$ cat config.mk
export PLATFORM = sky130hd
export DESIGN_NAME = swb_subtract_ops
export DESIGN_NICKNAME = d
export VERILOG_FILES = /design/src/core/swb_pkg.sv /design/src/core/swb_subtract_ops.sv
export VERILOG_INCLUDE_DIRS = /design/src /design/src/core
export SDC_FILE = /design/constraint.sdc
export NUM_CORES = 1
export LEC_CHECK = 0
export BUFFER_PORTS_ARGS = -buffer_cell sky130_fd_sc_hd__buf_2
export CAP_MARGIN = 20
export CORE_MARGIN = 2
export CORE_UTILIZATION = 54
export DETAILED_ROUTE_END_ITERATION = 10
export PLACE_DENSITY_LB_ADDON = 0.05
export SYNTH_ARGS = -nofsm -noshare
export SYNTH_HDL_FRONTEND = slang
export SYNTH_SLANG_ARGS = --single-unit
$ cat constraint.sdc
create_clock -name i_clk_sys -period 9.5 [get_ports i_clk_sys]
set_clock_uncertainty 0.1 [all_clocks]
set_input_delay 0.95 -clock i_clk_sys [delete_from_list [all_inputs] [get_ports i_clk_sys]]
set_output_delay 0.95 -clock i_clk_sys [all_outputs]
set_load 0.05 [all_outputs]
$ cat src/core/swb_defines.svh
`ifndef SWB_DEFINES_SVH
`define SWB_DEFINES_SVH

// Destination select values
`define SWB_DEST_W 1'h0
`define SWB_DEST_F 1'h1
// Access select values
`define SWB_ACC_BANK 1'h0
`define SWB_ACC_BSR 1'h1
// Highest file address handled in indexed literal offset mode
`define SWB_IDX_MAX 8'h5F
// Opcode fields: 0101 01da and 0000 1000
`define SWB_OPC_FWB 6'h15
`define SWB_OPC_WL 8'h08
// Instruction bits for destination select and access select
`define SWB_BIT_D 9
`define SWB_BIT_A 8
// Reset values
`define SWB_W_RST 8'h00
// Status flag bit positions
`define SWB_FLG_C 0
`define SWB_FLG_DC 1
`define SWB_FLG_Z 2
`define SWB_FLG_OV 3
`define SWB_FLG_N 4

`endif

$ cat src/core/swb_pkg.sv
package swb_pkg;
    // Operand addressing modes
    typedef enum logic [2:0] {
        SWB_MODE_ACCESS = 3'h1,
        SWB_MODE_BANKED = 3'h2,
        SWB_MODE_INDEXED = 3'h4
    } swb_mode_e;

    // Registered state of the datapath
    typedef struct packed {
        logic [7:0] w;
        logic [7:0] f_data;
        logic [11:0] f_addr;
        logic f_we;
        logic [4:0] status;
        swb_mode_e mode;
        logic done;
    } swb_state_s;
endpackage : swb_pkg

$ cat src/core/swb_subtract_ops.sv
`timescale 1ns/1ns
`include "swb_defines.svh"

module swb_subtract_ops (
    input wire logic i_clk_sys,
    input wire logic i_reset_n,
    input wire logic i_exec,
    input wire logic [15:0] i_instr,
    input wire logic [7:0] i_f_rdata,
    input wire logic [3:0] i_bank_select_register,
    input wire logic i_ext_enable,
    input wire logic [4:0] i_status,
    output logic [7:0] o_w,
    output logic [11:0] o_f_addr,
    output logic [7:0] o_f_wdata,
    output logic o_f_we,
    output logic [4:0] o_status,
    output logic [2:0] o_mode,
    output logic o_done
);
    swb_pkg::swb_state_s state_ff;
    swb_pkg::swb_state_s nxt_state;

    logic is_fwb;
    logic is_wl;
    logic [7:0] op_a;
    logic [7:0] op_b;
    logic bin;
    logic [8:0] diff;
    logic [4:0] low;
    logic [7:0] res;
    logic accept;
    logic [7:0] instr_lo;
    logic carry_in;

    // Decode the two opcodes
    assign is_fwb = i_instr[15:10] == `SWB_OPC_FWB;
    assign is_wl = i_instr[15:8] == `SWB_OPC_WL;

    // Taken op, operand byte and incoming carry; other opcodes are ignored
    assign accept = i_exec && (is_fwb || is_wl);
    assign instr_lo = i_instr[7:0];
    assign carry_in = i_status[`SWB_FLG_C];

    // Operand selection; borrow is the inverted carry for file ops, zero for the literal op
    always_comb begin
        op_a = state_ff.w;
        op_b = i_f_rdata;
        bin = 1'h0;
        if (is_fwb) begin
            bin = ~i_status[`SWB_FLG_C];
        end else begin
            op_a = i_instr[7:0];
            op_b = state_ff.w;
        end
    end

    // Two's complement subtract, low nibble kept for digit carry
    assign diff = {1'h0, op_a} - {1'h0, op_b} - {8'h00, bin};
    assign low = {1'h0, op_a[3:0]} - {1'h0, op_b[3:0]} - {4'h0, bin};
    assign res = diff[7:0];

    // Next state
    always_comb begin
        nxt_state = state_ff;
        nxt_state.f_we = 1'h0;
        nxt_state.done = 1'h0;
        if (accept) begin
            nxt_state.status[`SWB_FLG_C] = ~diff[8];
            nxt_state.status[`SWB_FLG_DC] = ~low[4];
            nxt_state.status[`SWB_FLG_Z] = res == 8'h00;
            nxt_state.status[`SWB_FLG_N] = res[7];
            nxt_state.status[`SWB_FLG_OV] =
                (op_a[7] != op_b[7]) && (res[7] != op_a[7]);
            nxt_state.done = 1'h1;
            if (is_wl) begin
                nxt_state.w = res;
            end else begin
                if (i_instr[`SWB_BIT_A] == `SWB_ACC_BSR) begin
                    nxt_state.mode = swb_pkg::SWB_MODE_BANKED;
                    nxt_state.f_addr = {i_bank_select_register,
                        i_instr[7:0]};
                end else if (i_ext_enable &&
                        i_instr[7:0] <= `SWB_IDX_MAX) begin
                    nxt_state.mode = swb_pkg::SWB_MODE_INDEXED;
                    nxt_state.f_addr = {4'h0, i_instr[7:0]};
                end else begin
                    nxt_state.mode = swb_pkg::SWB_MODE_ACCESS;
                    nxt_state.f_addr = {(i_instr[7] ? 4'hF : 4'h0),
                        i_instr[7:0]};
                end
                if (i_instr[`SWB_BIT_D] == `SWB_DEST_W) begin
                    nxt_state.w = res;
                end else begin
                    nxt_state.f_data = res;
                    nxt_state.f_we = 1'h1;
                end
            end
        end
    end

    // Single register stage, one instruction cycle per operation
    always_ff @(posedge i_clk_sys) begin
        if (!i_reset_n) begin
            state_ff <= '{w: `SWB_W_RST, f_data: 8'h00, f_addr: 12'h000,
                f_we: 1'h0, status: 5'h00,
                mode: swb_pkg::SWB_MODE_ACCESS, done: 1'h0};
        end else begin
            state_ff <= nxt_state;
        end
    end

    assign o_w = state_ff.w;
    assign o_f_addr = state_ff.f_addr;
    assign o_f_wdata = state_ff.f_data;
    assign o_f_we = state_ff.f_we;
    assign o_status = state_ff.status;
    assign o_mode = state_ff.mode;
    assign o_done = state_ff.done;
endmodule : swb_subtract_ops

==> metrics.cfg <==
[sta]
period_needed_ns = 4.78
setup_viol = 0
finalHoldViolCount = 0
finalSetupTns_ns = 0
hold_ws_ns = 0.359
relSlewSlack_pct = 36.9
fmax_mhz = 209
rsz0062_at_grt = no
maxSlewViolCount = 0
period_share_pct = 50.3
worstMarginPinSlew_ns = 0.942

[logic_synthesis]
avgSynthCellArea_um2 = 8.91
postSynthNetCount = 302
async_flop_share_pct = 0
synth-main-ff-cell = dfxtp_1
yosysTopAreaCellShare_pct = 34.0
synth_seq_cells = 38
synth_largest_area_cell = dfxtp_1
yosysSeqAreaShare_pct = 34.0
synth_edf_count = 0
syn_area_um2 = 2240
yosysWarnings = 0
netlist_instances = 251
synthDistinctLibCells = 47
synthTopCellsByArea = dfxtp_1 (34%), mux2i_1 (8.1%), ha_1 (6.7%)

[finish]
nets = 365
layout-drive-gt1-share_pct = 29.5
diodes = 0
areaGrowthSynthToFinish_pct = 20.0
final_cell_count_no_fill = 365

[pwr]
pwr-share-comb_pct = 13.7
power_leakage_nw = 1.32
p_clk_share_pct = 36.1
ir_drop_v = 0.0000687
p_seq_share_pct = 50.1
power_density_nw_per_um2 = 119
p_switching_mw = 0.0831
swShare_pct = 26.0
internal_power_mw = 0.237

[global_routing]
antenna_found_initial = 0
grt_util_all_layers_pct = 23.2
grt_pass1_wl_mm = 7.91
grt_max_degree = 41
grt_overflow_total = 0
first_global_vias = 1624

[critical_path]
crit_arrival_ns = 4.88
start_kind = input port
worstSetupPathType = in2reg
critPathRequiredTime_ns = 9.60
path_max_fanout = 17
worstSetupEndpointType = register
crit_path_cell_trace = buf_2 > and4b_1 > nand2_1 > mux2i_1 > fa_1 > inv_1 > fa_1 > a21boi_2 > nor2_4 > xnor2_1 > or4b_1 > or4b_1 > o32ai_2
path_buf_inv = 2
slowest_stage = nand2_1
path_depth = 13
cp_top_family = simple AND/OR/NAND/NOR gates
slowest_delay_ns = 0.55
rr_worst_depth = 10

[floorplan]
die_y_um = 68.4
dieArea_um2 = 4670
num_rows = 23
die_w_um = 68.4
core_region_area_um2 = 4000
start_util_pct = 55.9
ioPinCount = 75

[clocking]
cts_resized = 0
ctsHtreeMaxLevel = 2
cts_buffer_depth = 2
cts_hold_buf = 0
clock-sinks = 38
cts_made_buffers = 5
clockRootBuffer = clkbuf_8
clock_latency_ns = 0.29
post_cts_buffers = 0
tritoncts = done
clk_pin_slew_ns = 0.07

[route]
avgViaCountPerCell = 5.26
wl_per_cell_um = 14.2
drtAntennaViolNets = 0
first_pass_iters = 4
drcViolationCount = 0
drt_wl_total_mm = 5.17
drtIter0Drc = 82
vias = 1921

[flow_run]
max_cap_viol_count = 0

[place]
hpwl_mm = 3.93
io_buffers = 70
place_inst = 357
gp_congestion = 0.857

[hold_path]
holdPathStages = 2
hold_class = reg2reg

[outcome]
status = finished, final reports clean

## placed cells by master, fill, tap and decap left out, types with 3 or more instances in the layout
cell type	instances
nor2_1	3
mux2_2	7
buf_2	70
nand2_1	39
inv_1	16
dfxtp_1	38
clkbuf_8	6
o21ai_0	6
xnor2_1	5
ha_1	12
a211oi_1	3
nand3_1	10
nor2b_1	11
a21oi_1	9
mux2i_1	18
a21boi_0	17
o211a_1	6
## routing by layer
layer / track usage [%] / vias to the layer above / part of all wire [%]
li1: - / 1002 / -
met1: 31.8 / 868 / 50
met2: 36.0 / 47 / 44
met3: 5.59 / 4 / 4.8
met4: 7.00 / 0 / 1.2
met5: 0 / - / 0
## area by class of cell
class / count / area (um^2)
Clock inverter: 1 / 5.00
Multi-Input combinational cell: 183 / 1360
Sequential cell: 38 / 761
Tap cell: 50 / 62.6
Fill cell: 352 / 1320
Clock buffer: 7 / 86.3
Inverter: 16 / 60.1
Timing Repair Buffer: 70 / 350
## synthesized netlist by cell type, drive strengths merged (2+ instances only)
library cell / instances
nand2: 39
dfxtp: 38
a21boi: 18
mux2i: 18
inv: 16
ha: 12
clkbuf: 11
nor2b: 11
nand3: 10
a21oi: 9
mux2: 8
o211a: 6
o21ai: 6
nor2: 5
xnor2: 5
a211oi: 3
and2: 3
buf: 3
and3: 2
fa: 2
nand3b: 2
nand4: 2
nor4b: 2
or3: 2
or4b: 2
## power groups by stage
stage               sequential, mW  clock (mW)  combinational, mW
CTS                          0.160       0.118             0.0438
global placement             0.164           0             0.0433
floorplan                    0.166           0             0.0269
finish                       0.160       0.116             0.0439
global route                 0.160       0.125             0.0484
detailed placement           0.164           0             0.0436
## worst min-delay path: cells and delay by family, from the launching register on
family,cells,cell delay [ns]
and+or+nand+nor,1,0.04
AOI/OAI and AO/OA,1,0.06
DFF,1,0.31
## worst paths after layout
kind | slack, ns | startpoint | endpoint
min reg2reg | 0.36 | o_f_wdata[7] | o_f_wdata[7]
min | 0.36 | o_f_wdata[7] | o_f_wdata[7]
max | 4.72 | i_instr[11] | o_status[2]
max reg2reg | 6.28 | o_w[0] | o_status[2]
## kinds of logic (layout without fill, tap and decap cells)
logic type / Yosys count / after routing / synth area share, %
buffers and inverters: 30 / 94 / 5.20
adders and majority gates: 14 / 14 / 8.50
muxes: 26 / 26 / 12.2
and+or+nand+nor: 88 / 88 / 21.5
xor gates and xnor gates: 6 / 6 / 2.35
AOI/OAI and AO/OA: 49 / 49 / 16.2
DFF: 38 / 38 / 34.0
## sequential cells by signal (all words and copies together), names as in the netlist
| signal | cells |
|---|---|
| o_done | 1 |
| o_f_addr | 12 |
| o_f_wdata | 8 |
| o_f_we | 1 |
| o_mode | 3 |
| o_status | 5 |
| o_w | 8 |
## stage by stage
step                      setup WS (ns)  power [mW]  cell area (um^2)  util (%)
after floorplan                    4.84       0.193              2240         -
after global placement             4.49       0.207              2590      64.8
after detailed placement           4.39       0.208              2590      64.8
after CTS                          4.70       0.322              2690      67.1
after global routing               4.49       0.334              2690      67.1
final                              4.72       0.320              2690      67.1
No activity file was read; power rests on OpenSTA's default activity.
